File: config.mk
export PLATFORM = sky130hd
export DESIGN_NAME = lcu_top
export DESIGN_NICKNAME = d
export VERILOG_FILES = /design/src/design/lcu_top.v /design/src/design/lcu_filter.v
export VERILOG_INCLUDE_DIRS = /design/src /design/src/shared
export SDC_FILE = /design/constraint.sdc
export NUM_CORES = 1
export LEC_CHECK = 0
export BUFFER_PORTS_ARGS = -buffer_cell sky130_fd_sc_hd__buf_2
export CAP_MARGIN = 25
export CORE_UTILIZATION = 54
export DETAILED_ROUTE_END_ITERATION = 8
export PLACE_DENSITY_LB_ADDON = 0.3
export SLEW_MARGIN = 5
export SYNTH_ARGS = -nofsm -noshare
export SYNTH_HDL_FRONTEND = slang
export SYNTH_SLANG_ARGS = --single-unit
File: constraint.sdc
create_clock -name pclk -period 2.7 [get_ports pclk]
set_clock_uncertainty 0.15 [all_clocks]
set_input_delay 0.405 -clock pclk [delete_from_list [all_inputs] [get_ports pclk]]
set_output_delay 0.405 -clock pclk [all_outputs]
set_load 0.1 [all_outputs]
File: src/shared/lcu_map.vh
`ifndef LCU_MAP_VH
`define LCU_MAP_VH
// Register byte offsets.
`define LCU_TXD_OFF 8'h00
`define LCU_RXD_OFF 8'h04
`define LCU_STAT0_OFF 8'h08
`define LCU_CTL0_OFF 8'h0C
`define LCU_CTL1_OFF 8'h10
`define LCU_MODE_OFF 8'h14
`define LCU_ADDR_OFF 8'h18
`define LCU_BRH_OFF 8'h1C
`define LCU_BRL_OFF 8'h20
// Status bit positions.
`define LCU_ST_OVR 5
`define LCU_ST_FRM 4
`define LCU_ST_BRK 3
`define LCU_ST_THE 2
`define LCU_ST_TSI 1
`define LCU_ST_ATB 0
// Control 0 fields.
`define LCU_C0_TXEN 0
`define LCU_C0_RXEN 1
`define LCU_C0_PEN 2
`define LCU_C0_PODD 3
// Control 1 fields.
`define LCU_C1_IR 0
`define LCU_C1_ERRONLY 1
`define LCU_C1_RDC 2
`define LCU_C1_MNEN 3
`define LCU_C1_SCH_LO 4
`define LCU_C1_MARK 6
`define LCU_C1_ABIE 7
// Mode register fields.
`define LCU_MD_LIN 0
`define LCU_MD_SLAVE 1
`define LCU_MD_STLO 2
`define LCU_MD_AUTO 4
`define LCU_MD_NOISE 5
// LIN states and break lengths in bit times.
`define LCU_LS_SLEEP 2'h0
`define LCU_LS_WAIT 2'h1
`define LCU_LS_ACTIVE 2'h2
`define LCU_BRK_SLEEP 4'h4
`define LCU_BRK_WAIT 4'hB
`define LCU_BRK_ACTIVE 4'hA
// Reset values.
`define LCU_BR_RST 8'hFF
`define LCU_CTL_RST 8'h00
`endif

File: src/design/lcu_top.v
// The APB interface to the registers and the placing of the registers were chosen for this implementation.
`timescale 1ns/1ns
`include "lcu_map.vh"
module lcu_top #(
    parameter CW = 16
) (
    // APB slave.
    input wire pclk,
    input wire presetn,
    input wire psel,
    input wire penable,
    input wire pwrite,
    input wire [7:0] paddr,
    input wire [31:0] pwdata,
    output reg [31:0] prdata,
    output reg pready,
    output reg pslverr,
    // Serial line.
    input wire rxd,
    output reg txd,
    // Interrupt requests.
    output reg tx_irq,
    output reg rx_irq
);
    localparam RX_IDLE = 2'h0;
    localparam RX_DATA = 2'h1;
    localparam RX_STOP = 2'h2;

    reg [7:0] ctl0_q, ctl1_q, mode_q, addr_q, brh_q, brl_q;
    reg [7:0] thr_q, rbr_q, rsh_q;
    reg [CW-1:0] brg_q, rxt_q, abc_q;
    reg [10:0] tsh_q;
    reg [3:0] tcnt_q, rcnt_q, brk_q;
    reg [2:0] edge_q;
    reg [1:0] rst_q;
    reg the_q, tsi_q, ovr_q, frm_q, brkf_q, atb_q, noise_q, full_q;
    reg brgirq_q, nine_q, match_q, rline_q, irdec_q, abon_q;
    reg [CW-1:0] irt_q;
    wire filt, unsat;
    wire acc = psel && penable && pready;
    wire wr = acc && pwrite;
    wire rd = acc && !pwrite;
    wire [CW-1:0] reload = {brh_q, brl_q};
    wire rx_on = ctl0_q[`LCU_C0_RXEN];
    wire tx_on = ctl0_q[`LCU_C0_TXEN];
    wire ir_on = ctl1_q[`LCU_C1_IR];
    wire rdc = ctl1_q[`LCU_C1_RDC];
    wire mn_on = ctl1_q[`LCU_C1_MNEN];
    wire lin_slave = mode_q[`LCU_MD_LIN] && mode_q[`LCU_MD_SLAVE];
    wire [1:0] lstate = mode_q[`LCU_MD_STLO+1:`LCU_MD_STLO];
    wire extra = mn_on || ctl0_q[`LCU_C0_PEN];
    wire brg_run = rx_on || tx_on || rdc;
    wire brg_tick = brg_run && brg_q == {CW{1'b0}};
    wire rx_half = rxt_q == {1'b0, reload[CW-1:1]};
    wire rd_rbr = rd && paddr == `LCU_RXD_OFF;
    wire rd_st = rd && paddr == `LCU_STAT0_OFF;
    wire wr_thr = wr && paddr == `LCU_TXD_OFF;
    wire tx_load = tx_on && tsi_q && !the_q && !wr_thr;

    function hit;
        input [7:0] a;
        input [7:0] off;
        hit = a == off;
    endfunction

    function [3:0] brk_len;
        input [1:0] st;
        case (st)
            `LCU_LS_SLEEP: brk_len = `LCU_BRK_SLEEP;
            `LCU_LS_WAIT: brk_len = `LCU_BRK_WAIT;
            default: brk_len = `LCU_BRK_ACTIVE;
        endcase
    endfunction

    // The decoder stretches short infrared pulses into a full low bit.
    wire line_in = ir_on ? irdec_q : rxd;

    lcu_filter #(
        .W(2)
    ) u_filter (
        .pclk(pclk),
        .presetn(presetn),
        .line_in(line_in),
        .line_out_q(filt),
        .filter_unsaturated(unsat)
    );

    // APB answers one cycle after the setup; offsets above the last register error.
    always @(posedge pclk or negedge presetn) begin
        if (!presetn) begin
            pready <= 1'b0;
            pslverr <= 1'b0;
            prdata <= 32'h0000_0000;
        end else begin
            pready <= psel && !penable;
            pslverr <= psel && !penable && paddr > `LCU_BRL_OFF;
            prdata <= 32'h0000_0000;
            if (psel && !penable && !pwrite) begin
                case (paddr)
                    `LCU_RXD_OFF: prdata[7:0] <= rbr_q;
                    `LCU_STAT0_OFF: prdata[7:0] <= {2'b00, ovr_q, frm_q,
                        brkf_q, the_q, tsi_q, atb_q};
                    `LCU_CTL0_OFF: prdata[7:0] <= ctl0_q;
                    `LCU_CTL1_OFF: prdata[7:0] <= ctl1_q;
                    `LCU_MODE_OFF: prdata[7:0] <= {mode_q[7:6], noise_q,
                        mode_q[4:0]};
                    `LCU_ADDR_OFF: prdata[7:0] <= addr_q;
                    // Live count bytes are not latched as a pair.
                    `LCU_BRH_OFF: prdata[7:0] <= rdc ? brg_q[CW-1:CW-8]
                        : brh_q;
                    `LCU_BRL_OFF: prdata[7:0] <= rdc ? brg_q[7:0]
                        : brl_q;
                    default: prdata <= 32'h0000_0000;
                endcase
            end
        end
    end

    // Software registers.
    always @(posedge pclk or negedge presetn) begin
        if (!presetn) begin
            ctl0_q <= `LCU_CTL_RST;
            ctl1_q <= `LCU_CTL_RST;
            mode_q <= `LCU_CTL_RST;
            addr_q <= `LCU_CTL_RST;
            brh_q <= `LCU_BR_RST;
            brl_q <= `LCU_BR_RST;
        end else begin
            if (wr && hit(paddr, `LCU_CTL0_OFF))
                ctl0_q <= pwdata[7:0];
            if (wr && hit(paddr, `LCU_CTL1_OFF))
                ctl1_q <= pwdata[7:0];
            if (wr && hit(paddr, `LCU_MODE_OFF))
                mode_q <= {pwdata[7:6], 1'b0, pwdata[4:0]};
            else if (abon_q && edge_q == 3'h5)
                mode_q[`LCU_MD_AUTO] <= 1'b0;
            if (wr && hit(paddr, `LCU_ADDR_OFF))
                addr_q <= pwdata[7:0];
            if (wr && hit(paddr, `LCU_BRH_OFF))
                brh_q <= pwdata[7:0];
            else if (abon_q && edge_q == 3'h5)
                brh_q <= abc_q[CW-1:CW-8] >> 3;
            if (wr && hit(paddr, `LCU_BRL_OFF))
                brl_q <= pwdata[7:0];
            else if (abon_q && edge_q == 3'h5)
                brl_q <= abc_q[10:3];
        end
    end

    // Rate divider; stopped only when both ends and the control are off.
    always @(posedge pclk or negedge presetn) begin
        if (!presetn) begin
            brg_q <= {CW{1'b1}};
            brgirq_q <= 1'b0;
        end else begin
            // A new frame restarts the divider so its start bit is whole.
            if (!brg_run || brg_tick || tx_load)
                brg_q <= reload;
            else
                brg_q <= brg_q - 1'b1;
            if (brg_tick && !rx_on && rdc)
                brgirq_q <= 1'b1;
            else if (rd_st)
                brgirq_q <= 1'b0;
        end
    end

    // Transmitter: holding register feeds an 11-bit shifter.
    always @(posedge pclk or negedge presetn) begin
        if (!presetn) begin
            thr_q <= 8'h00;
            the_q <= 1'b1;
            tsi_q <= 1'b1;
            tsh_q <= 11'h7FF;
            tcnt_q <= 4'h0;
        end else begin
            if (wr_thr) begin
                thr_q <= pwdata[7:0];
                the_q <= 1'b0;
            end else if (tx_load) begin
                tsh_q <= {1'b1, mn_on ? ctl1_q[`LCU_C1_MARK] :
                    (^thr_q) ^ ctl0_q[`LCU_C0_PODD], thr_q, 1'b0};
                tcnt_q <= extra ? 4'hB : 4'hA;
                the_q <= 1'b1;
                tsi_q <= 1'b0;
            end else if (!tsi_q && brg_tick) begin
                tsh_q <= {1'b1, tsh_q[10:1]};
                tcnt_q <= tcnt_q - 4'h1;
                if (tcnt_q == 4'h1)
                    tsi_q <= 1'b1;
                else if (tcnt_q == 4'h2 && !extra)
                    tsh_q <= 11'h7FF;
            end
        end
    end

    // Infrared codec: a zero bit is low for the first three quarters of the bit time.
    always @(posedge pclk or negedge presetn) begin
        if (!presetn) begin
            txd <= 1'b1;
            irdec_q <= 1'b1;
            irt_q <= {CW{1'b0}};
        end else begin
            if (ir_on)
                txd <= tsi_q || tsh_q[0] ||
                    brg_q < {2'b00, reload[CW-1:2]};
            else
                txd <= tsi_q | tsh_q[0];
            if (!rxd) begin
                irdec_q <= 1'b0;
                irt_q <= reload;
            end else if (irt_q != {CW{1'b0}}) begin
                irt_q <= irt_q - 1'b1;
            end else begin
                irdec_q <= 1'b1;
            end
        end
    end

    // Receiver: start on a falling filtered edge, sample at mid-bit.
    always @(posedge pclk or negedge presetn) begin
        if (!presetn) begin
            rst_q <= RX_IDLE;
            rxt_q <= {CW{1'b0}};
            rcnt_q <= 4'h0;
            rsh_q <= 8'h00;
            rbr_q <= 8'h00;
            full_q <= 1'b0;
            ovr_q <= 1'b0;
            frm_q <= 1'b0;
            noise_q <= 1'b0;
            nine_q <= 1'b0;
            match_q <= 1'b0;
            rline_q <= 1'b1;
        end else begin
            rline_q <= filt;
            rxt_q <= (rxt_q == reload) ? {CW{1'b0}} : rxt_q + 1'b1;
            case (rst_q)
                RX_IDLE: begin
                    if (rx_on && rline_q && !filt) begin
                        rst_q <= RX_DATA;
                        rxt_q <= {CW{1'b0}};
                        rcnt_q <= extra ? 4'hA : 4'h9;
                    end
                end
                RX_DATA: begin
                    if (rx_half) begin
                        rcnt_q <= rcnt_q - 4'h1;
                        // With a ninth bit the data take counts 9 to 2 instead of 8 to 1.
                        if (extra ? (rcnt_q >= 4'h2 && rcnt_q <= 4'h9)
                            : (rcnt_q <= 4'h8))
                            rsh_q <= {filt, rsh_q[7:1]};
                        if (rcnt_q == 4'h1 && extra)
                            nine_q <= filt;
                        if (rcnt_q == 4'h1)
                            rst_q <= RX_STOP;
                    end
                end
                RX_STOP: begin
                    if (rx_half) begin
                        rst_q <= RX_IDLE;
                    end
                end
                default: rst_q <= RX_IDLE;
            endcase
            if (rst_q != RX_IDLE && rx_half && unsat)
                noise_q <= 1'b1;
            else if (rd && hit(paddr, `LCU_MODE_OFF))
                noise_q <= 1'b0;
            if (rst_q == RX_STOP && rx_half && mn_on && nine_q)
                match_q <= ctl1_q[`LCU_C1_SCH_LO+1:`LCU_C1_SCH_LO] == 2'b00
                    || rsh_q == addr_q;
            if (rst_q == RX_STOP && rx_half &&
                (!mn_on || match_q || nine_q)) begin
                rbr_q <= rsh_q;
                full_q <= 1'b1;
                if (full_q)
                    ovr_q <= 1'b1;
                if (!filt)
                    frm_q <= 1'b1;
            end else if (rd_rbr) begin
                full_q <= 1'b0;
                frm_q <= 1'b0;
                ovr_q <= 1'b0;
            end
            if (abon_q && abc_q == {CW{1'b1}})
                ovr_q <= 1'b1;
        end
    end

    // LIN break counter in bit times, and slave autobaud measurement.
    always @(posedge pclk or negedge presetn) begin
        if (!presetn) begin
            brk_q <= 4'h0;
            brkf_q <= 1'b0;
            atb_q <= 1'b0;
            abon_q <= 1'b0;
            abc_q <= {CW{1'b0}};
            edge_q <= 3'h0;
        end else begin
            if (filt)
                brk_q <= 4'h0;
            else if (brg_tick && brk_q != 4'hF)
                brk_q <= brk_q + 4'h1;
            if (mode_q[`LCU_MD_LIN] && brk_q == brk_len(lstate) &&
                brg_tick && !filt)
                brkf_q <= 1'b1;
            else if (rd_st || rd_rbr)
                brkf_q <= 1'b0;
            if (!lin_slave || !mode_q[`LCU_MD_AUTO]) begin
                abon_q <= 1'b0;
                edge_q <= 3'h0;
            end else if (!abon_q && rline_q && !filt) begin
                abon_q <= 1'b1;
                abc_q <= {CW{1'b0}};
                edge_q <= 3'h1;
            end else if (abon_q) begin
                abc_q <= abc_q + 1'b1;
                if (rline_q && !filt)
                    edge_q <= edge_q + 3'h1;
                if (edge_q == 3'h5 || abc_q == {CW{1'b1}})
                    abon_q <= 1'b0;
            end
            if (!lin_slave)
                atb_q <= 1'b0;
            else if (abon_q && (edge_q == 3'h5 || abc_q == {CW{1'b1}}))
                atb_q <= 1'b1;
            else if (rd_st)
                atb_q <= 1'b0;
        end
    end

    // Interrupt requests.
    always @(posedge pclk or negedge presetn) begin
        if (!presetn) begin
            tx_irq <= 1'b0;
            rx_irq <= 1'b0;
        end else begin
            tx_irq <= tx_on && the_q;
            rx_irq <= (full_q && !ctl1_q[`LCU_C1_ERRONLY])
                || ovr_q || frm_q || brkf_q
                || (atb_q && ctl1_q[`LCU_C1_ABIE])
                || brgirq_q;
        end
    end
endmodule // lcu_top

File: src/design/lcu_filter.v
`timescale 1ns/1ns
module lcu_filter #(
    parameter W = 2
) (
    // Clock and reset.
    input wire pclk,
    input wire presetn,
    // Line.
    input wire line_in,
    output reg line_out_q,
    output reg filter_unsaturated
);
    localparam [W-1:0] ONES = {W{1'b1}};
    localparam [W-1:0] ONE = {{(W-1){1'b0}}, 1'b1};
    reg [W-1:0] cnt_q;

    // Saturating counter; the output flips only on reaching an end.
    always @(posedge pclk or negedge presetn) begin
        if (!presetn) begin
            cnt_q <= ONES;
            line_out_q <= 1'b1;
        end else if (line_in && cnt_q != ONES) begin
            cnt_q <= cnt_q + ONE;
            if (cnt_q == ONES - ONE)
                line_out_q <= 1'b1;
        end else if (!line_in && cnt_q != {W{1'b0}}) begin
            cnt_q <= cnt_q - ONE;
            if (cnt_q == ONE)
                line_out_q <= 1'b0;
        end
    end

    always @* begin
        filter_unsaturated = (cnt_q != ONES) && (cnt_q != {W{1'b0}});
    end
endmodule // lcu_filter

==> results of run 1 <==
==> worst paths after layout <==
| check | to | from | slack, ns |
|---|---|---|---|
| worst min register to register | irdec_q$_DFFE_PN1P_ | irdec_q$_DFFE_PN1P_ | 0.33 |
| worst max register to register | rsh_q[5]$_DFFE_PN0P_ | rxt_q[7]$_DFF_PN0_ | 0.12 |
| worst max-delay path | rsh_q[5]$_DFFE_PN0P_ | rxt_q[7]$_DFF_PN0_ | 0.12 |
| worst min-delay path | pready$_DFF_PN0_ | penable | 0.05 |
| min in group asynchronous | rxt_q[0]$_DFF_PN0_ | presetn | 0.34 |
| max in group asynchronous | rline_q$_DFF_PN1_ | presetn | 1.29 |
==> cell families (layout without fill, tap and decap cells) <==
family / count (synthesis) / in the layout / synth area share, %
AND/OR/NAND/NOR: 395 / 395 / 18.2
AO/OA/AOI/OAI: 198 / 198 / 11.7
buffers and inverters: 112 / 162 / 4.93
adder cells (fa/ha/maj): 32 / 32 / 3.83
other: 1 / 24 / 0.0359
XOR/XNOR: 100 / 100 / 8.38
multiplexers: 63 / 63 / 6.46
flip-flops: 192 / 192 / 46.5
==> registers in the layout, indices dropped and copies added, names as in the netlist, 2 cells and up <==
register        flops
abc_q              16
u_filter.cnt_q      2
tcnt_q              4
brk_q               4
mode_q              7
edge_q              3
rbr_q               8
rst_q               2
brl_q               8
rxt_q              16
addr_q              8
rsh_q               8
irt_q              16
ctl0_q              8
brg_q              16
thr_q               8
brh_q               8
tsh_q              10
rcnt_q              4
prdata              8
ctl1_q              8
==> stage by stage <==
stage / power (mW) / util [%] / cell area (um2) / cells / setup slack [ns]
after global placement: 4.01 / 59.2 / 11100 / 1393 / 0.132
after CTS: 6.56 / 62.4 / 11700 / 1426 / 0.108
after detailed placement: 4.03 / 59.2 / 11100 / 1393 / 0.114
after global routing: 6.79 / 62.4 / 11700 / 1426 / 0.0154
after floorplan: 3.74 / - / 10500 / 1116 / 0.0500
final: 6.54 / 62.4 / 11700 / 1426 / 0.123
==> routing by layer <==
| metal | vias to the layer above | wire length, um |
|---|---|---|
| met1 | 4059 | 11400 |
| met2 | 274 | 12500 |
| met5 | - | 0 |
| met4 | 0 | 692 |
| met3 | 57 | 1960 |
| li1 | 3886 | - |
==> power groups by stage <==
stage | Sequential, mW | Clock [mW] | Combinational [mW]
global route | 3.14 | 2.70 | 0.947
finish | 3.12 | 2.56 | 0.861
floorplan | 3.14 | 0 | 0.601
CTS | 3.12 | 2.58 | 0.863
detailed placement | 3.18 | 0 | 0.858
global placement | 3.17 | 0 | 0.843
==> worst max-delay path, delay by kind of cell, from the launching register on <==
kind / cells / cell delay, ns
mux: 1 / 0.33
flops: 1 / 0.47
xor+xnor: 1 / 0.18
simple gates: 3 / 0.91
compound gates: 1 / 0.23
buf+inv: 1 / 0.18
==> layout by cell type (no fill, tap or decap), drive strengths merged, types with 4 or more instances in the layout <==
| cell | instances |
|---|---|
| o22ai | 11 |
| nor3 | 28 |
| dfrtp | 142 |
| or4 | 8 |
| nand4 | 11 |
| o21ai | 60 |
| nor2 | 121 |
| a211oi | 9 |
| mux2i | 27 |
| o211ai | 5 |
| ha | 32 |
| a31oi | 7 |
| xnor2 | 38 |
| a221oi | 9 |
| xor2 | 62 |
| nand2 | 111 |
| nor4 | 23 |
| inv | 45 |
| nor2b | 6 |
| clkbuf | 19 |
| mux2 | 36 |
| nand3 | 32 |
| dfstp | 50 |
| buf | 89 |
| a21oi | 59 |
| and3 | 15 |
| or3 | 8 |
| conb | 24 |
| clkinv | 4 |
| a21o | 8 |
| a22oi | 8 |
| nand2b | 8 |
==> cell type report <==
type | instances | area, um2 | share of cell area (%)
timing repair buffer | 91 | 659 | 5.61
clock buffer | 18 | 429 | 3.65
tap | 260 | 325 | 2.77
multi-input combinational | 812 | 5170 | 44.0
inverter | 39 | 146 | 1.25
sequential | 192 | 4870 | 41.4
clock inverter | 14 | 154 | 1.31
==> what timing repair did <==
item                                    CTS  global route
endpoints found under the setup margin    0             9
gates resized for setup                   0             2
hold buffers                              1             0
endpoints found under the hold margin    33             0
==> parameters.txt, run 1 <==
Parameter                              Value

Outcome
  Run status ... finished clean

Route
  Via/cell ratio ... 5.80
  Pre-Repair DR Iteration Count ... 5
  Routed wirelength normalized by instance count ... 18.6 um
  Post-DRT Antenna Nets ... 0
  Remaining routing DRC violations ... 0
  DRC marker count from the first detailed-route iteration ... between 500 and 600
  Total number of vias ... 8276
  Total routed wirelength ... roughly 27000 um

Worst setup path
  Largest fanout on the critical path ... 8
  FF-to-FF path depth ... 7
  Cell-by-cell listing of the critical path ... xor2_1 -> nor4_1 -> nand4_1 -> or2_4 -> a221oi_4 -> buf_12 -> mux2_2
  Arrival time reported for the critical path endpoint ... 2.75 ns
  Sort of element at the end of the critical path ... flop
  Worst Setup Path Type ... reg -> reg
  Worst stage delay on the critical path ... roughly 0.47 ns
  Worst path required time ... 2.87 ns
  Crit start category ... flop
  Crit path max-delay cell type ... dfrtp_1

Logic synthesis
  Top-count cell post-synth ... dfrtp_1
  Cells taking the most area after synthesis ... dfrtp_1, dfstp_2, xor2_1, nor2_1, nand2_1
  Summed instance area of the synthesized netlist ... 0.0105 mm2
  Number of flops mapped to enable cells by yosys ... 0
  Yosys warnings ... 0
  Number of standard cells after synthesis ... approximately 1100
  Top-area cell type share of the netlist area ... 34.0%
  Average footprint of a synthesized cell ... 9.57 um2
  Leading area contributor after synthesis ... dfrtp_1
  Number of storage elements in the synthesis netlist ... between 150 and 200
  Sequential element share of the synthesized area ... 46.5%
  Most used flip-flop cell after synthesis ... dfrtp_1
  Number of distinct library cell variants in the gate-level netlist after synthesis ... 67
  Share of flip-flops with an asynchronous set or reset after synthesis ... 100%
  Top cell types by occurrence after synthesis ... dfrtp_1, nor2_1, nand2_1, xor2_1

Pwr
  Net switching share of the total power ... about 29%
  Sequential share of power ... 47.8%
  Maximum vdd drop ... 0.000441 V
  Switching component of the power ... 1.88 mW
  Pwr/cell area ... 557 mW/mm2
  Clock group share of total power ... 39.1%
  Part of the power in combinational logic ... 13.2%
  Static Leakage ... 5.44 nW
  Internal power contribution ... 4.67 mW

Final layout
  Final antenna diode count ... 0
  Area growth, synth to finish ... 12.3%
  Fraction of layout instances using a drive strength above 1 ... 18.4%
  NumNets Final ... 1231
  Number of inserted filler cells in the final layout ... 1573

Timing
  Time the worst path needs with I/O delays and setup ... roughly 2.6 ns
  Worst-margin pin slew ... 0.576 ns
  Hold slack final ... 0.0523 ns
  Post-route setup TNS ... 0 ns
  Normalized max-slew margin ... 61.3%
  Final Cycle Share ... 95.4%
  Maximum frequency from static timing analysis ... between 300 and 400 MHz
  Number of endpoints with negative hold slack in the final report ... 0
  Number of failing setup endpoints in the final timing report ... 0
  Max-slew violation total from the final report ... 0
  RSZ-0062 raised after global routing ... false

Worst hold path
  Worst hold-check path type ... in -> reg
  Cell depth of the worst min-delay path ... 2

Global routing
  Global-route wire length before repair ... 43100 um
  Aggregate global routing overflow ... 0
  Met3 Track Usage GR ... roughly 7.2%
  Met2 usage in global routing ... 45.1%
  Via count of the first global-routing pass ... ~8000
  Pin count of the biggest net entering global routing ... 62
  Met1 GRT Util ... 38.0%
  Total Routing Usage GR ... 28.5%
  Initial antenna violation count ... 0
  Top Usage Layer GRT ... met2

Floorplanning
  Core box area ... 0.0188 mm2
  Die Width ... 141 um
  Io pins ... 83
  Die ar. ... 0.0199 mm2
  Chip height ... 141 um
  Site row count ... 50
  Starting Density ... 55.5%

Clocking
  Clock latency of the later-clocked register in the worst-skew pair ... 0.44 ns
  Clock Sink Count ... 192
  Clock slew at reported path FFs ... 0.07 ns
  Clock H-tree levels ... 4
  Number of buffers on the longest clock path ... 2
  Setup Fix Bufs, Post-CTS ... 0
  Clock root buffer master ... clkbuf_16
  TritonCTS clock tree ... yes
  Number of buffers created by CTS ... 17

Placed design
  Dpl hpwl ... 19100 um
  RD Place Congestion ... 0.975
  I/O Buffers ... 34

Job
  Number of maximum-capacitance constraint violations ... 0
(Power assumes the default switching activity.)
==> inputs of run 2 (changes only) <==
clock period = 3.2 ns   (was 2.7 ns; I/O delays follow)
==> parameters.txt, run 2 (synthesis gave the netlist of run 1 again) <==
Parameter                              Value

Clocking
  Clock latency of the later-clocked register in the worst-skew pair ... 0.44 ns
  Setup Fix Bufs, Post-CTS ... 0
  Clock H-tree levels ... 4
  Number of buffers created by CTS ... 17
  TritonCTS clock tree ... yes
  Number of buffers on the longest clock path ... 2
  Clock root buffer master ... clkbuf_16
  Clock Sink Count ... 192
  Clock slew at reported path FFs ... 0.07 ns

Worst setup path
  Largest fanout on the critical path ... 8
  Worst Setup Path Type ... reg -> reg
  Worst stage delay on the critical path ... 0.66 ns
  Worst path required time ... 3.37 ns
  Crit start category ... flop
  Crit path max-delay cell type ... dfstp_2
  Cell family contributing the most delay on the critical path ... simple AND/OR/NAND/NOR gates
  Sort of element at the end of the critical path ... flop
  Cell-by-cell listing of the critical path ... xor2_1 -> nor4_1 -> nand4_1 -> or2_1 -> a221oi_4 -> buf_4 -> mux2_2
  Count of buffer and inverter cells on the critical path ... 1
  Arrival time reported for the critical path endpoint ... 2.98 ns

Pwr
  Pwr/cell area ... 488 mW/mm2
  Pwr Total ... about 5.6 mW
  Net switching share of the total power ... 28.6%
  Maximum vdd drop ... 0.000354 V
  Static Leakage ... 5.31 nW
  Switching component of the power ... between 1.5 and 2 mW
  Sequential share of power ... 47.2%
  Part of the power in combinational logic ... 11.8%
  Internal power contribution ... 4.02 mW
  Clock group share of total power ... 41.0%

Final layout
  Final cell count without fillers ... 1398
  Final antenna diode count ... 0
  Number of inserted filler cells in the final layout ... ~1600
  Fraction of layout instances using a drive strength above 1 ... 16.3%
  Footprint of the flip-flops and latches ... 0.00487 mm2
  Area growth, synth to finish ... 10.5%
  Area used by multi-input combinational logic ... between 0.005 and 0.006 mm2
  Post-Route Utilization ... between 60% and 70%
  Commonest cells after routing, fill and taps aside ... dfrtp_1, nor2_1, nand2_1, xor2_1
  NumNets Final ... roughly 1200
  Commonest non-fill, non-tap cell in the layout ... dfrtp_1

Global routing
  Initial antenna violation count ... 0
  Via count of the first global-routing pass ... about 8000
  Aggregate global routing overflow ... 0
  Total Routing Usage GR ... between 20% and 30%
  Global-route wire length before repair ... 41900 um
  Pin count of the biggest net entering global routing ... between 80 and 90

Outcome
  Run status ... finished clean

Timing
  Maximum frequency from static timing analysis ... 357 MHz
  Worst-margin pin slew ... 0.790 ns
  Final Cycle Share ... about 88%
  Post-route setup TNS ... 0 ns
  Final WS setup ... 0.396 ns
  Number of failing setup endpoints in the final timing report ... 0
  Number of endpoints with negative hold slack in the final report ... 0
  Normalized max-slew margin ... 46.6%
  Max-slew violation total from the final report ... 0
  RSZ-0062 raised after global routing ... false
  Time the worst path needs with I/O delays and setup ... 2.80 ns

Floorplanning
  Site row count ... 50
  Die Width ... 141 um
  Io pins ... 83
  Starting Density ... between 50 and 60%
  Core box area ... around 0.019 mm2
  Die ar. ... 0.0199 mm2
  Chip height ... 141 um

Job
  Number of maximum-capacitance constraint violations ... 0

Route
  Total routed wirelength ... 25800 um
  Post-DRT Antenna Nets ... 0
  Routed wirelength normalized by instance count ... ~18 um
  Via/cell ratio ... roughly 6
  Remaining routing DRC violations ... 0
  Total number of vias ... 8194
  DRC marker count from the first detailed-route iteration ... roughly 760
  Pre-Repair DR Iteration Count ... 5

Placed design
  Dpl hpwl ... around 19000 um
  RD Place Congestion ... roughly 0.94
  DP Worst Slack ... 0.474 ns
  I/O Buffers ... 34
  Placed Instances ... 1365

Worst hold path
  Worst hold-check path type ... in -> reg
-- run 2: changes by cell type in the layout (fill, tap and decap cells not counted), moves of 2 or more --
cell	change
inv_8	+2
buf_4	-25
clkinv_4	+2
buf_12	-3
clkinv_2	-3
-- run 2: timing repair --
action | CTS | global route
endpoints found under the hold margin | 58 | 0
gates resized for setup | 0 | 0
hold buffers | 1 | 0
setup endpoints to repair | 0 | 0
-- run 2: cell type report --
| cell class | count | area share, % |
|---|---|---|
| inverters | 39 | 1.27 |
| well taps | 260 | 2.82 |
| repair buffers | 63 | 3.56 |
| clock inverters | 15 | 1.85 |
| clock buffers | 17 | 3.68 |
| multi-input cells | 812 | 44.7 |
| flip-flops and latches | 192 | 42.1 |
-- run 2: final timing paths --
kind	depth (start not counted)	slack, ns	to	start
max	7	0.40	rsh_q[5]$_DFFE_PN0P_	brl_q[4]$_DFFE_PN1P_
min	2	0.14	pready$_DFF_PN0_	penable
max reg2reg	7	0.40	rsh_q[5]$_DFFE_PN0P_	brl_q[4]$_DFFE_PN1P_
max in group asynchronous	3	1.59	brg_q[7]$_DFF_PN1_	presetn
min reg2reg	2	0.33	irdec_q$_DFFE_PN1P_	irdec_q$_DFFE_PN1P_
min in group asynchronous	2	0.42	rxt_q[7]$_DFF_PN0_	presetn
-- run 2: power groups by stage --
stage	clock network, mW	logic [mW]	registers, mW
6_report	2.31	0.662	2.66
3_5_place_dp	0	0.657	2.70
4_1_cts	2.35	0.666	2.66
2_1_floorplan	0	0.507	2.65
3_3_place_gp	0	0.643	2.70
5_1_grt	2.43	0.732	2.67
-- run 2: metal layers --
layer  GRT usage [%]  wire length, um  up-vias
met5               0                0        -
li1                -                -     3838
met4            11.4              896        0
met1            37.0            11400     4004
met2            43.0            12000      291
met3            5.98             1620       61
-- run 2: per-stage QoR --
| step | area, um2 | hold WS [ns] |
|---|---|---|
| floorplan | 10500 | 0.0344 |
| global placement | 10900 | 0.306 |
| detailed placement | 10900 | 0.316 |
| CTS | 11500 | 0.119 |
| global route | 11500 | 0.138 |
| finish | 11500 | 0.144 |
==> inputs of run 3 (changes only) <==
BUFFER_PORTS_ARGS = default   (was -buffer_cell sky130_fd_sc_hd__buf_2)
DONT_BUFFER_PORTS = 1   (was default)
==> parameters.txt, run 3 (synthesis gave the netlist of run 1 again) <==
Parameter                              Value

Timing
  Maximum frequency from static timing analysis ... 360 MHz
  Final Cycle Share ... 86.7%
  Normalized max-slew margin ... 41.5%
  RSZ-0062 raised after global routing ... false
  Number of endpoints with negative hold slack in the final report ... between 150 and 200
  Worst-margin pin slew ... between 0.8 and 0.9 ns
  Post-route setup TNS ... 0 ns
  Final WS setup ... roughly 0.43 ns
  Time the worst path needs with I/O delays and setup ... 2.77 ns
  Hold slack final ... -0.408 ns
  Number of failing setup endpoints in the final timing report ... 0
  Max-slew violation total from the final report ... 0

Route
  DR top layer ... met4
  Met3 WL post-DR ... 1530 um
  Total number of vias ... 7982
  Wire length on met2 ... 12200 um
  DRC marker count from the first detailed-route iteration ... 627
  Remaining routing DRC violations ... 0
  Wl on met1 ... between 10000 and 15000 um
  Post-DRT Antenna Nets ... 0
  Routed wirelength normalized by instance count ... about 19 um
  Pre-Repair DR Iteration Count ... 5
  Via/cell ratio ... 5.86
  Total routed wirelength ... 25700 um

Global routing
  Pin count of the biggest net entering global routing ... 193
  Via count of the first global-routing pass ... 7833
  Initial antenna violation count ... 0
  Aggregate global routing overflow ... 0
  Total Routing Usage GR ... roughly 28%
  Global-route wire length before repair ... roughly 42000 um

Worst setup path
  Largest fanout on the critical path ... 8
  Worst path required time ... 3.37 ns
  Arrival time reported for the critical path endpoint ... 2.94 ns
  Worst Setup Path Type ... reg -> reg
  Sort of element at the end of the critical path ... flop
  Crit start category ... flop

Pwr
  Part of the power in combinational logic ... a little over a tenth
  Net switching share of the total power ... between 20 and 30%
  Switching component of the power ... between 1.5 and 2 mW
  Pwr/cell area ... 476 mW/mm2
  Sequential share of power ... 49.6%
  Maximum vdd drop ... just under 0.0003 V
  Clock group share of total power ... 39.9%
  Pwr Total ... roughly 5.4 mW
  Static Leakage ... 5.12 nW
  Internal power contribution ... between 3 and 4 mW

Clocking
  TritonCTS clock tree ... yes
  Setup Fix Bufs, Post-CTS ... 0
  Clock slew at reported path FFs ... 0.07 ns
  Clock H-tree levels ... 4
  CTS resizes ... 0
  Hold-fix buffers, CTS ... 2
  Number of buffers on the longest clock path ... 2
  Clock root buffer master ... clkbuf_16
  Clock latency of the later-clocked register in the worst-skew pair ... 0.44 ns
  Clock Sink Count ... 192
  Number of buffers created by CTS ... 17

Final layout
  Fraction of layout instances using a drive strength above 1 ... 13.4%
  Area growth, synth to finish ... 8.08%
  Final antenna diode count ... 0
  Commonest non-fill, non-tap cell in the layout ... dfrtp_1
  Post-Route Utilization ... 60.0%
  Commonest cells after routing, fill and taps aside ... dfrtp_1, nor2_1, nand2_1, xor2_1
  NumNets Final ... around 1200

Job
  Number of maximum-capacitance constraint violations ... 0

Floorplanning
  Site row count ... 50
  Die ar. ... 0.0199 mm2
  Die Width ... 141 um
  Core box area ... 0.0188 mm2
  Chip height ... approximately 140 um
  Starting Density ... 55.5%
  Io pins ... 83

Placed design
  DP Worst Slack ... approximately 0.5 ns
  RD Place Congestion ... 0.937
  Dpl hpwl ... 18200 um
  I/O Buffers ... 0

Outcome
  Violated checks ... hold timing
  Run status ... finished, violations left

Worst hold path
  Worst hold-check path type ... in -> async
run 3: power groups by stage:
stage | sequential, mW | combinational (mW) | clock, mW
after floorplan | 2.65 | 0.507 | 0
after global placement | 2.71 | 0.540 | 0
after detailed placement | 2.71 | 0.556 | 0
after CTS | 2.67 | 0.564 | 2.18
after global routing | 2.68 | 0.618 | 2.27
final | 2.67 | 0.563 | 2.14
run 3: layer usage:
layer  vias to the layer above  GRT usage (%)
li1                       3759              -
met1                      3976           37.6
met2                       209           44.3
met3                        38           6.08
met4                         0           8.92
met5                         -              0
run 3: cell type report:
cell class                      instances  area [um2]
Clock inverter                         15         169
Inverter                               39         146
Clock buffer                           17         425
Fill cell                            1622        7530
Multi-Input combinational cell        812        5160
Sequential cell                       192        4870
Timing Repair Buffer                   26         208
Tap cell                              260         325
run 3: worst max-delay path: stages (launching register included):
cell and delay (ns):
dfstp_2 0.64, xor2_1 0.11, nor4_1 0.32, nand4_1 0.29, or2_1 0.36, a221oi_4 0.19
buf_4 0.24, mux2_1 0.34
run 3: through the flow:
step | area, um2 | std cells
2_1_floorplan | 10500 | 1116
3_3_place_gp | 10700 | 1326
3_5_place_dp | 10700 | 1326
4_1_cts | 11300 | 1360
5_1_grt | 11300 | 1361
6_report | 11300 | 1361
run 3: worst paths after layout:
| path | from | to | slack (ns) | depth (start not counted) |
|---|---|---|---|---|
| min in group pclk | pwdata[3] | thr_q[3]$_DFFE_PN0P_ | 0.01 | 2 |
| hold reg to reg | brgirq_q$_DFFE_PN0P_ | brgirq_q$_DFFE_PN0P_ | 0.33 | 2 |
| hold / removal | presetn | rxt_q[8]$_DFF_PN0_ | -0.41 | 0 |
| max in group asynchronous | presetn | txd$_DFF_PN1_ | 2.97 | 0 |
| setup reg to reg | brl_q[1]$_DFFE_PN1P_ | rsh_q[7]$_DFFE_PN0P_ | 0.43 | 7 |
| setup / recovery | brl_q[1]$_DFFE_PN1P_ | rsh_q[7]$_DFFE_PN0P_ | 0.43 | 7 |
